==> src/hw/jci_map.vh <==
// register map and timing constants of the job control interface
`ifndef JCI_MAP_VH
`define JCI_MAP_VH
// register word addresses (byte address / 4)
`define JCI_ADDR_CTRL     4'h0
`define JCI_ADDR_INSTR    4'h1
`define JCI_ADDR_STATUS   4'h2
`define JCI_ADDR_IRQ_STAT 4'h3
`define JCI_ADDR_IRQ_MASK 4'h4
// control register fields
`define JCI_CTRL_BOOT_DONE 0
`define JCI_CTRL_ABORT_EN  1
`define JCI_CTRL_HW_FAULT  2
`define JCI_CTRL_MARKING   3
// instruction word fields
`define JCI_OP_MSB 3
`define JCI_OP_LSB 0
`define JCI_ARG_MSB 7
`define JCI_ARG_LSB 4
`define JCI_OP_NOP        4'h0
`define JCI_OP_OPEN_JOB   4'h1
`define JCI_OP_CLOSE_JOB  4'h2
`define JCI_OP_WAIT_TRIG  4'h3
`define JCI_OP_WAIT_INPUT 4'h4
`define JCI_OP_SET_OUTPUT 4'h5
// interrupt status bits
`define JCI_IRQ_TRIG   0
`define JCI_IRQ_WAIT   1
`define JCI_IRQ_ABORT  2
`define JCI_IRQ_RESET  3
`define JCI_IRQ_READY  4
`define JCI_IRQ_W      5
// soft reset not-ready time
`define JCI_RESET_SECONDS 32'h1e
`define JCI_CLOCK_HZ      32'h7735940
`define JCI_SYNC_RESET    2'h0
`endif

==> src/hw/jci_sync.v <==
// two-stage synchronizer for a bank of asynchronous inputs
`include "jci_map.vh"
module jci_sync #(
   parameter WIDTH = 8
) (
   // clock and reset
   input wire mclk_in,
   input wire arst_n_in,
   // asynchronous and synchronized levels
   input wire [WIDTH-1:0] async_in,
   output wire [WIDTH-1:0] sync_out
);
   genvar i;
   // one two-flop chain per bit; first flop read only by second
   generate
      for (i = 0; i < WIDTH; i = i + 1) begin : g_bit
         reg [1:0] chain;
         always @(posedge mclk_in or negedge arst_n_in) begin
            if (!arst_n_in) begin
               chain <= `JCI_SYNC_RESET;
            end else begin
               chain <= {chain[0], async_in[i]};
            end
         end
         assign sync_out[i] = chain[1];
      end
   endgenerate
endmodule

==> src/hw/jci_top.v <==
// job control interface: external triggers, waits, abort, reset and status outputs
// Function
// - job waits paused until trigger asserted
// - three trigger inputs are equivalent
// - wait on selected general-purpose input
// - soft-reset input reinitializes control state
// - not-ready for up to 30 seconds
// - abort returns job control to idle
// - abort ignored unless software enabled it
// - error/ready low once ready
// - error/ready high until ready, on fault
// - job-active while job active, even waiting
// - busy set by open, cleared by close
// - marking output follows marking in progress
// - general outputs hold instruction-set state
//
// The implementer's own choices: register access over Avalon-MM and the address map.
`include "jci_map.vh"
module jci_top #(
   parameter RESET_CYCLES = `JCI_RESET_SECONDS * `JCI_CLOCK_HZ
) (
   // clock and reset
   input wire mclk_in,
   input wire arst_n_in,
   // avalon-mm slave
   input wire [3:0] avs_address_in,
   input wire avs_read_in,
   input wire avs_write_in,
   input wire [31:0] avs_writedata_in,
   output reg [31:0] avs_readdata_out,
   output wire avs_waitrequest_out,
   // external inputs, asynchronous
   input wire trigger_in,
   input wire aux_trigger_in,
   input wire iso_trigger_in,
   input wire soft_reset_in,
   input wire abort_in,
   input wire [3:0] wait_input_in,
   // status outputs
   output reg error_ready_out,
   output reg job_active_out,
   output reg job_busy_out,
   output reg marking_active_out,
   output reg [3:0] job_output_out,
   output wire irq_out
);
   // ----------------------------------------
   // input synchronization
   // ----------------------------------------
   // bank order: triggers 2:0, soft reset 3, abort 4, waits 8:5
   wire [8:0] sync;
   jci_sync #(.WIDTH(9)) u_sync (
      .mclk_in(mclk_in),
      .arst_n_in(arst_n_in),
      .async_in({wait_input_in, abort_in, soft_reset_in, iso_trigger_in, aux_trigger_in,
         trigger_in}),
      .sync_out(sync)
   );
   wire trig_any = sync[0] | sync[1] | sync[2];
   wire soft_reset = sync[3];
   wire [3:0] wait_in = sync[8:5];

   // ----------------------------------------
   // registers and state
   // ----------------------------------------
   // state codes also read back in status bits 1:0
   localparam ST_IDLE = 2'h0;
   localparam ST_RUN = 2'h1;
   localparam ST_WAIT_TRIG = 2'h2;
   localparam ST_WAIT_IN = 2'h3;
   reg [1:0] state;
   reg [1:0] wait_sel;
   reg boot_done;
   reg abort_en;
   reg hw_fault;
   reg marking;
   reg [`JCI_IRQ_W-1:0] irq_stat;
   reg [`JCI_IRQ_W-1:0] irq_mask;
   reg [31:0] reset_cnt;
   reg reset_busy;
   reg soft_reset_d;
   reg ready_d;
   reg [7:0] next_instr;
   reg next_instr_valid;
   // high in the answer cycle of a read
   reg rd_ack;

   wire abort_go = sync[4] & abort_en;
   wire soft_go = soft_reset & ~soft_reset_d;
   wire ready = boot_done & ~reset_busy & ~hw_fault;
   wire wr = avs_write_in;
   wire rd = avs_read_in;
   // writes answer at once; a read holds one wait state so that
   // the registered read data already stands when waitrequest drops
   // back-to-back reads each pay that one cycle
   assign avs_waitrequest_out = rd & ~rd_ack;
   assign irq_out = |(irq_stat & irq_mask);

   // decode a register address
   // shared by write strobes, read mux and instruction capture
   function hit;
      input [3:0] addr;
      input [3:0] want;
      begin
         hit = (addr == want);
      end
   endfunction

   // instruction capture from the instruction register
   // open job is taken from idle; all else only while running
   always @* begin
      next_instr = avs_writedata_in[7:0];
      next_instr_valid = wr & hit(avs_address_in, `JCI_ADDR_INSTR) & (state == ST_RUN
         || next_instr[`JCI_OP_MSB:`JCI_OP_LSB] == `JCI_OP_OPEN_JOB);
   end

   // ----------------------------------------
   // soft reset timer
   // ----------------------------------------
   // counts the not-ready stretch down from the rising request edge;
   // a fresh request restarts the full count
   // 32 bits hold the whole stretch at the system clock
   always @(posedge mclk_in or negedge arst_n_in) begin
      if (!arst_n_in) begin
         reset_cnt <= 32'h0;
         reset_busy <= 1'b0;
         soft_reset_d <= 1'b0;
      end else begin
         soft_reset_d <= soft_reset;
         if (soft_go) begin
            reset_busy <= 1'b1;
            reset_cnt <= RESET_CYCLES[31:0];
         end else if (reset_busy) begin
            if (reset_cnt <= 32'h1) begin
               reset_busy <= 1'b0;
            end
            reset_cnt <= reset_cnt - 32'h1;
         end
      end
   end

   // ----------------------------------------
   // control registers written by software
   // ----------------------------------------
   // soft reset wins over a software write in the same cycle
   always @(posedge mclk_in or negedge arst_n_in) begin
      if (!arst_n_in) begin
         boot_done <= 1'b0;
         abort_en <= 1'b0;
         hw_fault <= 1'b0;
         marking <= 1'b0;
         irq_mask <= {`JCI_IRQ_W{1'b0}};
      end else if (soft_go) begin
         boot_done <= 1'b0;
         abort_en <= 1'b0;
         hw_fault <= 1'b0;
         marking <= 1'b0;
         irq_mask <= {`JCI_IRQ_W{1'b0}};
      end else begin
         if (wr && hit(avs_address_in, `JCI_ADDR_CTRL)) begin
            boot_done <= avs_writedata_in[`JCI_CTRL_BOOT_DONE];
            abort_en <= avs_writedata_in[`JCI_CTRL_ABORT_EN];
            hw_fault <= avs_writedata_in[`JCI_CTRL_HW_FAULT];
            marking <= avs_writedata_in[`JCI_CTRL_MARKING];
         end else if (wr && hit(avs_address_in, `JCI_ADDR_IRQ_MASK)) begin
            irq_mask <= avs_writedata_in[`JCI_IRQ_W-1:0];
         end
         if (abort_go || state == ST_IDLE) begin
            marking <= 1'b0;
         end
      end
   end

   // ----------------------------------------
   // job execution state machine
   // ----------------------------------------
   // abort and soft reset win over everything
   // instruction writes that arrive while waiting are dropped
   // general outputs keep their state across abort and soft reset; busy is cleared
   always @(posedge mclk_in or negedge arst_n_in) begin
      if (!arst_n_in) begin
         state <= ST_IDLE;
         wait_sel <= 2'h0;
         job_busy_out <= 1'b0;
         job_output_out <= 4'h0;
      end else if (soft_go || abort_go) begin
         state <= ST_IDLE;
         job_busy_out <= 1'b0;
      end else begin
         case (state)
            ST_WAIT_TRIG: begin
               if (trig_any) begin
                  state <= ST_RUN;
               end
            end
            ST_WAIT_IN: begin
               if (wait_in[wait_sel]) begin
                  state <= ST_RUN;
               end
            end
            default: begin
               if (next_instr_valid) begin
                  case (next_instr[`JCI_OP_MSB:`JCI_OP_LSB])
                     `JCI_OP_OPEN_JOB: begin
                        state <= ST_RUN;
                        job_busy_out <= 1'b1;
                     end
                     `JCI_OP_CLOSE_JOB: begin
                        state <= ST_IDLE;
                        job_busy_out <= 1'b0;
                     end
                     `JCI_OP_WAIT_TRIG: begin
                        state <= ST_WAIT_TRIG;
                     end
                     `JCI_OP_WAIT_INPUT: begin
                        state <= ST_WAIT_IN;
                        wait_sel <= next_instr[`JCI_ARG_LSB+1:`JCI_ARG_LSB];
                     end
                     `JCI_OP_SET_OUTPUT: begin
                        job_output_out <= next_instr[`JCI_ARG_MSB:`JCI_ARG_LSB];
                     end
                     default: begin
                        state <= state;
                     end
                  endcase
               end
            end
         endcase
      end
   end

   // ----------------------------------------
   // status outputs
   // ----------------------------------------
   // all flops, so these pins never glitch; irq_out is combinational from irq_stat and irq_mask
   // abort and soft reset drop job and marking flags together,
   // so marking is never shown outside a job
   always @(posedge mclk_in or negedge arst_n_in) begin
      if (!arst_n_in) begin
         error_ready_out <= 1'b1;
         job_active_out <= 1'b0;
         marking_active_out <= 1'b0;
         ready_d <= 1'b0;
      end else begin
         error_ready_out <= ~ready;
         job_active_out <= (state != ST_IDLE) & ~abort_go & ~soft_go;
         marking_active_out <= marking & (state == ST_RUN) & ~abort_go & ~soft_go;
         ready_d <= ready;
      end
   end

   // ----------------------------------------
   // interrupt status, write one to clear, set wins
   // ----------------------------------------
   // bits: trigger release, wait release, abort, soft reset, ready
   wire [`JCI_IRQ_W-1:0] irq_set = {ready & ~ready_d, soft_go, abort_go,
      state == ST_WAIT_IN && wait_in[wait_sel], state == ST_WAIT_TRIG && trig_any};
   wire [`JCI_IRQ_W-1:0] irq_clr =
      (wr && hit(avs_address_in, `JCI_ADDR_IRQ_STAT)) ? avs_writedata_in[`JCI_IRQ_W-1:0]
      : {`JCI_IRQ_W{1'b0}};
   always @(posedge mclk_in or negedge arst_n_in) begin
      if (!arst_n_in) begin
         irq_stat <= {`JCI_IRQ_W{1'b0}};
      end else begin
         irq_stat <= (irq_stat & ~irq_clr) | irq_set;
      end
   end

   // ----------------------------------------
   // read wait state
   // ----------------------------------------
   // first read cycle loads the data flop, second one answers
   always @(posedge mclk_in or negedge arst_n_in) begin
      if (!arst_n_in) begin
         rd_ack <= 1'b0;
      end else begin
         rd_ack <= rd & ~rd_ack;
      end
   end

   // ----------------------------------------
   // register read back
   // ----------------------------------------
   // status word: state, pins, reset busy, outputs, synced waits
   // unmapped words read as zero; data holds through the answer
   always @(posedge mclk_in or negedge arst_n_in) begin
      if (!arst_n_in) begin
         avs_readdata_out <= 32'h0;
      end else if (rd && !rd_ack) begin
         if (hit(avs_address_in, `JCI_ADDR_CTRL)) begin
            avs_readdata_out <= {28'h0, marking, hw_fault, abort_en, boot_done};
         end else if (hit(avs_address_in, `JCI_ADDR_STATUS)) begin
            avs_readdata_out <= {17'h0, wait_in, job_output_out, reset_busy, marking_active_out,
               job_busy_out, job_active_out, error_ready_out, state};
         end else if (hit(avs_address_in, `JCI_ADDR_IRQ_STAT)) begin
            avs_readdata_out <= {27'h0, irq_stat};
         end else if (hit(avs_address_in, `JCI_ADDR_IRQ_MASK)) begin
            avs_readdata_out <= {27'h0, irq_mask};
         end else begin
            avs_readdata_out <= 32'h0;
         end
      end
   end
endmodule

==> config.mk <==
export PLATFORM = sky130hd
export DESIGN_NAME = jci_top
export DESIGN_NICKNAME = d
export VERILOG_FILES = /design/src/hw/jci_sync.v /design/src/hw/jci_top.v
export VERILOG_INCLUDE_DIRS = /design/src /design/src/hw
export SDC_FILE = /design/constraint.sdc
export NUM_CORES = 1
export LEC_CHECK = 0
export ABC_AREA = 1
export ABC_CLOCK_PERIOD_IN_PS = 3100
export BUFFER_PORTS_ARGS = -buffer_cell sky130_fd_sc_hd__buf_4
export CAP_MARGIN = 0
export CORE_MARGIN = 5
export CORE_UTILIZATION = 60
export DETAILED_ROUTE_END_ITERATION = 12
export PLACE_DENSITY = 0.86
export SYNTH_ARGS = -nofsm -noshare
export SYNTH_HDL_FRONTEND = slang
export SYNTH_SLANG_ARGS = --single-unit
==> constraint.sdc <==
create_clock -name mclk_in -period 3.1 [get_ports mclk_in]
set_input_delay 0.62 -clock mclk_in [delete_from_list [all_inputs] [get_ports mclk_in]]
set_output_delay 0.62 -clock mclk_in [all_outputs]
set_load 0.01 [all_outputs]
==> Flow_metrics.wiki, run 1 <==
{| class="wikitable"
! Metric !! Value
|-
| Leak Pwr || 2.64 nW
|-
| RSZ-0062 raised after global routing || false
|-
| Yosys warns || 0
|-
| Final setup margin || 1.00 ns
|-
| Initial antenna violation count || 0
|-
| Initial core utilization || 61.1%
|-
| Die ar. || 9700 sq um
|-
| First-pass iteration count of the detailed router || 5
|-
| H-tree depth || 3
|-
| Share of Yosys cell area claimed by the top area cell type || 50.1%
|-
| Final HPWL DP || 7620 um
|-
| Synthesis-to-finish area growth || 12.6%
|-
| Power density over the cells || 517 nW/um^2
|-
| Count of pins over their slew limit || 0
|-
| Final Hold Violating Endpoints || 0
|-
| EDFF count, synth || 0
|-
| Clock insertion delay at the later pin of the skew report || 0.37 ns
|-
| Timing endpoint of the critical path || avs_waitrequest_out
|-
| Number of distinct library cells after synthesis || 37
|-
| Post CTS Setup Buffer Count || 0
|-
| Critical Path Fanout Max || 17
|-
| Routed Antenna Nets || 0
|-
| Synth Area per Inst || 8.15 sq um
|-
| Critical path class || reg -> out
|-
| Final setup viols || 0
|-
| Total DRC errors in the routed layout || 0
|-
| Placed Instance Area || 5110 sq um
|-
| Pin count of the biggest net entering global routing || 60
|-
| Source of the worst register-to-register timing path || u_sync.g_bit[3].chain[1]$_DFF_PN0_
|-
| Final Routed Wirelength || 10300 um
|-
| Wire length of the first global-routing pass || 17300 um
|-
| Data required time at the worst endpoint || 2.48 ns
|-
| Post-synthesis sequential element count || 95
|-
| Post-Synthesis Cells || 576
|-
| Boundary pin count || 91
|-
| Worst IR drop on VDD || 0.305 mV
|-
| Maximum Capacitance Violations || 0
|-
| Nature of the critical path endpoint || output pin
|-
| Clock-pin slew reported for the worst setup and hold paths after clock tree synthesis || 0.10 ns
|-
| Transition time of the tightest slew-check pin || 0.742 ns
|-
| Status || complete, no violations
|-
| Max incr delay on CP || 0.49 ns
|-
| Worst Hold Class || in -> async
|-
| Top cells by area in the synthesized netlist || sky130_fd_sc_hd__dfrtp_1, sky130_fd_sc_hd__nand2_1, sky130_fd_sc_hd__inv_1
|-
| Antenna diodes || 0
|-
| Die Width || 98.5 um
|-
| Resized Gates After CTS || 0
|-
| Number of buffers added on ports || 49
|-
| Utilization after layout || 68.8%
|-
| Vias after detailed routing || 3927
|-
| Category of the worst setup path launch point || register
|-
| Cell with the most instances after synthesis || sky130_fd_sc_hd__nand2_1
|-
| Area of the mapped netlist || 4700 sq um
|-
| CTS tree || done
|-
| Destination of the worst register-to-register timing path || job_output_out[1]$_DFFE_PN0P_
|-
| Dpl cells || 721
|-
| Non-filler instance count after layout || 737
|-
| Cell with the largest stage delay on the worst path || sky130_fd_sc_hd__nor2_2
|-
| Fmax || 476 MHz
|-
| Post-route clock period utilization || 67.7%
|-
| Library cell with the largest summed area after synthesis || sky130_fd_sc_hd__dfrtp_1
|-
| Routability cong. || 0.946
|-
| Minimum clock period || 2.10 ns
|-
| Critical Path, Cell by Cell || nor2_2, buf_4
|-
| Vias per Instance || 5.33
|-
| Design Power || 2.73 mW
|-
| Clk Tree Root Cell || sky130_fd_sc_hd__clkbuf_8
|-
| Vias in the first global route || 3869
|-
| Area of the core || 7690 sq um
|-
| Worst slew margin relative to its limit || 50.5%
|-
| Final cell area excluding filler cells || 5290 sq um
|-
| Drt wl/cell || 14.0 um
|-
| All-layer global routing usage || 22.0%
|-
| Floorplan die height || 98.5 um
|-
| Timing startpoint of the critical path || rd_ack$_DFF_PN0_
|-
| TritonCTS Sinks || 95
|-
| Post-synthesis async set-or-reset flop share || 100%
|-
| Std-Cell Rows || 32
|-
| Worst Reg2Reg Path Length in Cells || 8
|-
| Reg-to-reg slack, setup || 1.35 ns
|-
| Final Net Count || 681
|-
| Top_reg_cell synth || sky130_fd_sc_hd__dfrtp_1
|-
| DR iter-0 viols || 335
|-
| Sequential cell area fraction in the yosys report || 50.7%
|-
| Worst Path Arrival || 1.48 ns
|-
| Clock buffer count from CTS || 9
|-
| Tightest hold margin || 0.302 ns
|-
| Post-synth top cells || sky130_fd_sc_hd__nand2_1, sky130_fd_sc_hd__dfrtp_1, sky130_fd_sc_hd__inv_1
|-
| CTS Hold Bufs || 0
|-
| Final setup TNS || 0 ns
|-
| Final Skew || 0.0140 ns
|-
| Remaining global-route overflow || 0
|-
| Proportion of layout cells with a drive suffix above 1 || 17.0%
|-
| CTS Buffer Depth || 2
|-
| Worst slack at placement || 1.08 ns
|}
-- placed cells by master (no fill, tap or decap), types with 2 or more instances in the layout --
cell type	synthesis	final
sky130_fd_sc_hd__nand2_1	151	151
sky130_fd_sc_hd__dfrtp_1	94	94
sky130_fd_sc_hd__inv_1	68	68
sky130_fd_sc_hd__nor2_1	54	54
sky130_fd_sc_hd__buf_4	18	51
sky130_fd_sc_hd__nand3_1	37	37
sky130_fd_sc_hd__o21ai_0	36	36
sky130_fd_sc_hd__o21ai_1	19	19
sky130_fd_sc_hd__conb_1	1	17
sky130_fd_sc_hd__a21oi_1	15	15
sky130_fd_sc_hd__nor3_1	10	10
sky130_fd_sc_hd__clkbuf_8	0	9
sky130_fd_sc_hd__inv_2	8	8
sky130_fd_sc_hd__nor2_4	8	8
sky130_fd_sc_hd__nor2_2	7	7
sky130_fd_sc_hd__nand2_2	7	7
sky130_fd_sc_hd__nand3b_1	6	6
sky130_fd_sc_hd__nand2_4	3	3
sky130_fd_sc_hd__o31ai_1	3	3
sky130_fd_sc_hd__nand4_1	3	3
sky130_fd_sc_hd__clkinvlp_4	0	3
sky130_fd_sc_hd__a31oi_1	2	2
sky130_fd_sc_hd__nor3_2	2	2
sky130_fd_sc_hd__o211ai_1	2	2
sky130_fd_sc_hd__nor2_8	2	2
sky130_fd_sc_hd__nand3_4	2	2
sky130_fd_sc_hd__ha_1	2	2
sky130_fd_sc_hd__inv_8	0	2
-- flip-flops by register name, indices dropped and copies added (netlist names), 2 cells and up --
name,flops
avs_readdata_out,15
irq_mask,5
irq_stat,5
job_output_out,4
reset_cnt,32
state,2
u_sync.g_bit.chain,18
wait_sel,2
-- cell families after synthesis --
| group | count (synthesis) | share of synthesized area, % |
|---|---|---|
| AND/OR/NAND/NOR | 296 | 29.9 |
| other | 1 | 0.0799 |
| adder cells (fa/ha/maj) | 2 | 0.533 |
| AO/OA/AOI/OAI | 81 | 9.25 |
| buffers and inverters | 101 | 9.57 |
| flip-flops | 95 | 50.7 |
-- per-layer routing --
metal / wire [um] / track usage [%]
met5: 0 / 0
met4: 256 / 8.93
met3: 756 / 5.02
met2: 4850 / 34.7
met1: 4450 / 29.5
-- critical path: cells and delay by family, from the launching register on --
kind / cells / cell delay (ns)
simple gates: 1 / 0.49
flops: 1 / 0.39
buf+inv: 1 / 0.24
-- worst min path at each step --
stage / startpoint / slack (ns) / endpoint / cells after the start
2_1_floorplan: arst_n_in / 0.32 / abort_en$_DFFE_PN0P_ / 0
3_3_place_gp: u_sync.g_bit[5].chain[0]$_DFF_PN0_ / 0.33 / u_sync.g_bit[5].chain[1]$_DFF_PN0_ / 0
4_1_cts: arst_n_in / 0.33 / reset_cnt[19]$_DFFE_PN0P_ / 1
3_5_place_dp: u_sync.g_bit[0].chain[0]$_DFF_PN0_ / 0.33 / u_sync.g_bit[0].chain[1]$_DFF_PN0_ / 0
5_1_grt: wait_input_in[1] / 0.33 / u_sync.g_bit[6].chain[0]$_DFF_PN0_ / 1
6_report: arst_n_in / 0.30 / reset_cnt[19]$_DFFE_PN0P_ / 1
-- power by group --
group / switching [mW] / internal [mW]
combinational: 0.333 / 0.181
clock: 0.464 / 0.306
sequential: 0.102 / 1.35
-- cell type report --
cell class	instances	area, sq um
Fill cell	613	2400
Sequential cell	95	2380
Multi-Input combinational cell	396	1930
Timing Repair Buffer	51	383
Inverter	77	289
Clock buffer	10	128
Tap cell	102	128
Clock inverter	6	53.8
(Power assumes the default switching activity.)
==> inputs of run 2 (changes only) <==
--- a/config.mk
+++ b/config.mk
@@ -7,13 +7,13 @@
 export NUM_CORES = 1
 export LEC_CHECK = 0
 export ABC_AREA = 1
-export ABC_CLOCK_PERIOD_IN_PS = 3100
+export ABC_CLOCK_PERIOD_IN_PS = 2200
 export BUFFER_PORTS_ARGS = -buffer_cell sky130_fd_sc_hd__buf_4
 export CAP_MARGIN = 0
 export CORE_MARGIN = 5
-export CORE_UTILIZATION = 60
+export CORE_UTILIZATION = 55
 export DETAILED_ROUTE_END_ITERATION = 12
-export PLACE_DENSITY = 0.86
+export PLACE_DENSITY = 0.79
 export SYNTH_ARGS = -nofsm -noshare
 export SYNTH_HDL_FRONTEND = slang
 export SYNTH_SLANG_ARGS = --single-unit
==> constraint.sdc (replaced) <==
create_clock -name mclk_in -period 2.2 [get_ports mclk_in]
set_input_delay 0.44 -clock mclk_in [delete_from_list [all_inputs] [get_ports mclk_in]]
set_output_delay 0.44 -clock mclk_in [all_outputs]
set_load 0.01 [all_outputs]
==> run 2 against run 1 <==
Global-route usage shrank 1.5 points; die area grew 8.2%; combinational power grew 41%; via count shrank 1.5%; core utilization shrank 4.4 points; sequential power grew 41%; cell count grew 0.68%; routed wire length shrank 4.0%; first-iteration DRC count grew 2.1%; flip-flop and latch count is the same; clock power grew 36%; total power grew 40%; critical path type unchanged; critical endpoint is now irq_out; largest cell class unchanged.
==> Flow_metrics.wiki, run 2 (synthesis results as in run 1) <==
{| class="wikitable"
! Metric !! Value
|-
| Floorplan die height || 102 um
|-
| RSZ-0062 raised after global routing || false
|-
| Antenna diodes || 0
|-
| Wire length of the first global-routing pass || 17000 um
|-
| Minimum clock period || 1.90 ns
|-
| Nature of the critical path endpoint || output pin
|-
| Vias in the first global route || 3596
|-
| Final setup margin || 0.304 ns
|-
| First-pass iteration count of the detailed router || 7
|-
| Final HPWL DP || 7520 um
|-
| Maximum Capacitance Violations || 0
|-
| Category of the worst setup path launch point || register
|-
| Final Net Count || 683
|-
| Critical path class || reg -> out
|-
| Worst Reg2Reg Path Length in Cells || 9
|-
| CTS Hold Bufs || 0
|-
| Final setup TNS || 0 ns
|-
| Vias after detailed routing || 3870
|-
| Routed Antenna Nets || 0
|-
| Vias per Instance || 5.22
|-
| TritonCTS Sinks || 95
|-
| Final Skew || 0.0132 ns
|-
| Worst Path Arrival || 1.46 ns
|-
| Final setup viols || 0
|-
| Final Routed Wirelength || 9900 um
|-
| Worst IR drop on VDD || 0.340 mV
|-
| Worst slew margin relative to its limit || 65.8%
|-
| Metal3 WL || 839 um
|-
| Topmost layer with routed signal wires || met4
|-
| Worst Hold Class || in -> async
|-
| Utilization after layout || 64.4%
|-
| CTS tree || done
|-
| Post CTS Setup Buffer Count || 0
|-
| Std-Cell Rows || 33
|-
| Power density over the cells || 718 nW/um^2
|-
| Placed Instance Area || 5140 sq um
|-
| Largest register FFs || 32
|-
| Final cell area excluding filler cells || 5320 sq um
|-
| H-tree depth || 3
|-
| Leading cell type in the layout, fill and taps excluded || sky130_fd_sc_hd__nand2_1
|-
| Pin count of the biggest net entering global routing || 57
|-
| Transition time of the tightest slew-check pin || 0.513 ns
|-
| Clk Tree Root Cell || sky130_fd_sc_hd__clkbuf_8
|-
| Area of the core || 8260 sq um
|-
| All-layer global routing usage || 20.4%
|-
| Resized Gates After CTS || 0
|-
| Post-route clock period utilization || 86.2%
|-
| Leak Pwr || 2.66 nW
|-
| Routability cong. || 0.936
|-
| Remaining global-route overflow || 0
|-
| Total met2 wirelength after detailed routing || 4520 um
|-
| Initial core utilization || 56.9%
|-
| Most frequent cells in the layout || sky130_fd_sc_hd__nand2_1, sky130_fd_sc_hd__dfrtp_1, sky130_fd_sc_hd__inv_1
|-
| Total DRC errors in the routed layout || 0
|-
| Die Width || 102 um
|-
| Clock buffer count from CTS || 9
|-
| DR iter-0 viols || 342
|-
| Final Hold Violating Endpoints || 0
|-
| Synthesis-to-finish area growth || 13.3%
|-
| Clock insertion delay at the later pin of the skew report || 0.36 ns
|-
| Data required time at the worst endpoint || 1.76 ns
|-
| Count of pins over their slew limit || 0
|-
| Boundary pin count || 91
|-
| Met1 WL || 4400 um
|-
| Drt wl/cell || 13.3 um
|-
| CTS Buffer Depth || 2
|-
| Fmax || 527 MHz
|-
| Initial antenna violation count || 0
|-
| Status || complete, no violations
|-
| Design Power || 3.82 mW
|-
| Largest register by flop count || reset_cnt
|-
| Proportion of layout cells with a drive suffix above 1 || 17.4%
|-
| Number of buffers added on ports || 49
|-
| Clock-pin slew reported for the worst setup and hold paths after clock tree synthesis || 0.10 ns
|-
| Worst slack at placement || 0.599 ns
|-
| Critical Path Fanout Max || 3
|-
| Die ar. || 10500 sq um
|-
| Regs by FF count || reset_cnt: 32 flops, u_sync.g_bit.chain: 18 flops, avs_readdata_out: 15 flops
|}
==> run 2: cell types whose count changed in the layout (fill, tap and decap cells not counted), moves of 2 or more <==
cell / previous run / this run
sky130_fd_sc_hd__clkinv_2: 0 / 2
sky130_fd_sc_hd__clkinv_4: 0 / 2
sky130_fd_sc_hd__clkinvlp_4: 3 / 1
sky130_fd_sc_hd__inv_8: 2 / 0
==> run 2: through the flow <==
| step | std cells | hold WS [ns] |
|---|---|---|
| after global placement | 726 | 0.332 |
| after floorplan | 592 | 0.144 |
| after global routing | 742 | 0.0702 |
| final | 742 | 0.0455 |
| after CTS | 742 | 0.0622 |
| after detailed placement | 726 | 0.335 |
==> run 2: layout make-up <==
type,count,area [sq um]
fillers,710,2940
flip-flops and latches,95,2380
multi-input cells,396,1930
repair buffers,53,410
inverters,77,289
clock buffers,10,138
well taps,105,131
clock inverters,6,43.8
==> run 2: path summary, 6_finish.rpt <==
| kind | start | slack (ns) | end |
|---|---|---|---|
| max in group asynchronous | arst_n_in | 1.49 | reset_cnt[21]$_DFFE_PN0P_ |
| worst max register to register | reset_cnt[0]$_DFFE_PN0P_ | 0.58 | reset_cnt[30]$_DFFE_PN0P_ |
| worst min register to register | u_sync.g_bit[8].chain[0]$_DFF_PN0_ | 0.35 | u_sync.g_bit[8].chain[1]$_DFF_PN0_ |
| min in group mclk_in | soft_reset_in | 0.18 | u_sync.g_bit[3].chain[0]$_DFF_PN0_ |
| worst max-delay path | irq_mask[2]$_DFFE_PN0P_ | 0.30 | irq_out |
| worst min-delay path | arst_n_in | 0.05 | rd_ack$_DFF_PN0_ |
==> run 2: worst max-delay path, cell delays in order (launching register included) <==
cell and delay, ns:
sky130_fd_sc_hd__dfrtp_1 0.41, sky130_fd_sc_hd__nand2_1 0.07, sky130_fd_sc_hd__nand2_1 0.05, sky130_fd_sc_hd__a221oi_1 0.22, sky130_fd_sc_hd__o21ai_0 0.17, sky130_fd_sc_hd__buf_4 0.17
==> run 2: power by group <==
part	leakage (nW)	switching, mW	internal, mW	total [mW]
Combinational	1.42	0.467	0.260	0.727
Sequential	1.15	0.141	1.90	2.04
Clock	0.0926	0.608	0.446	1.05
==> run 2: per-layer routing <==
metal	up-vias	GRT usage (%)
li1	1914	-
met1	1794	29.2
met2	147	31.7
met3	15	4.64
met4	0	5.35
met5	-	0
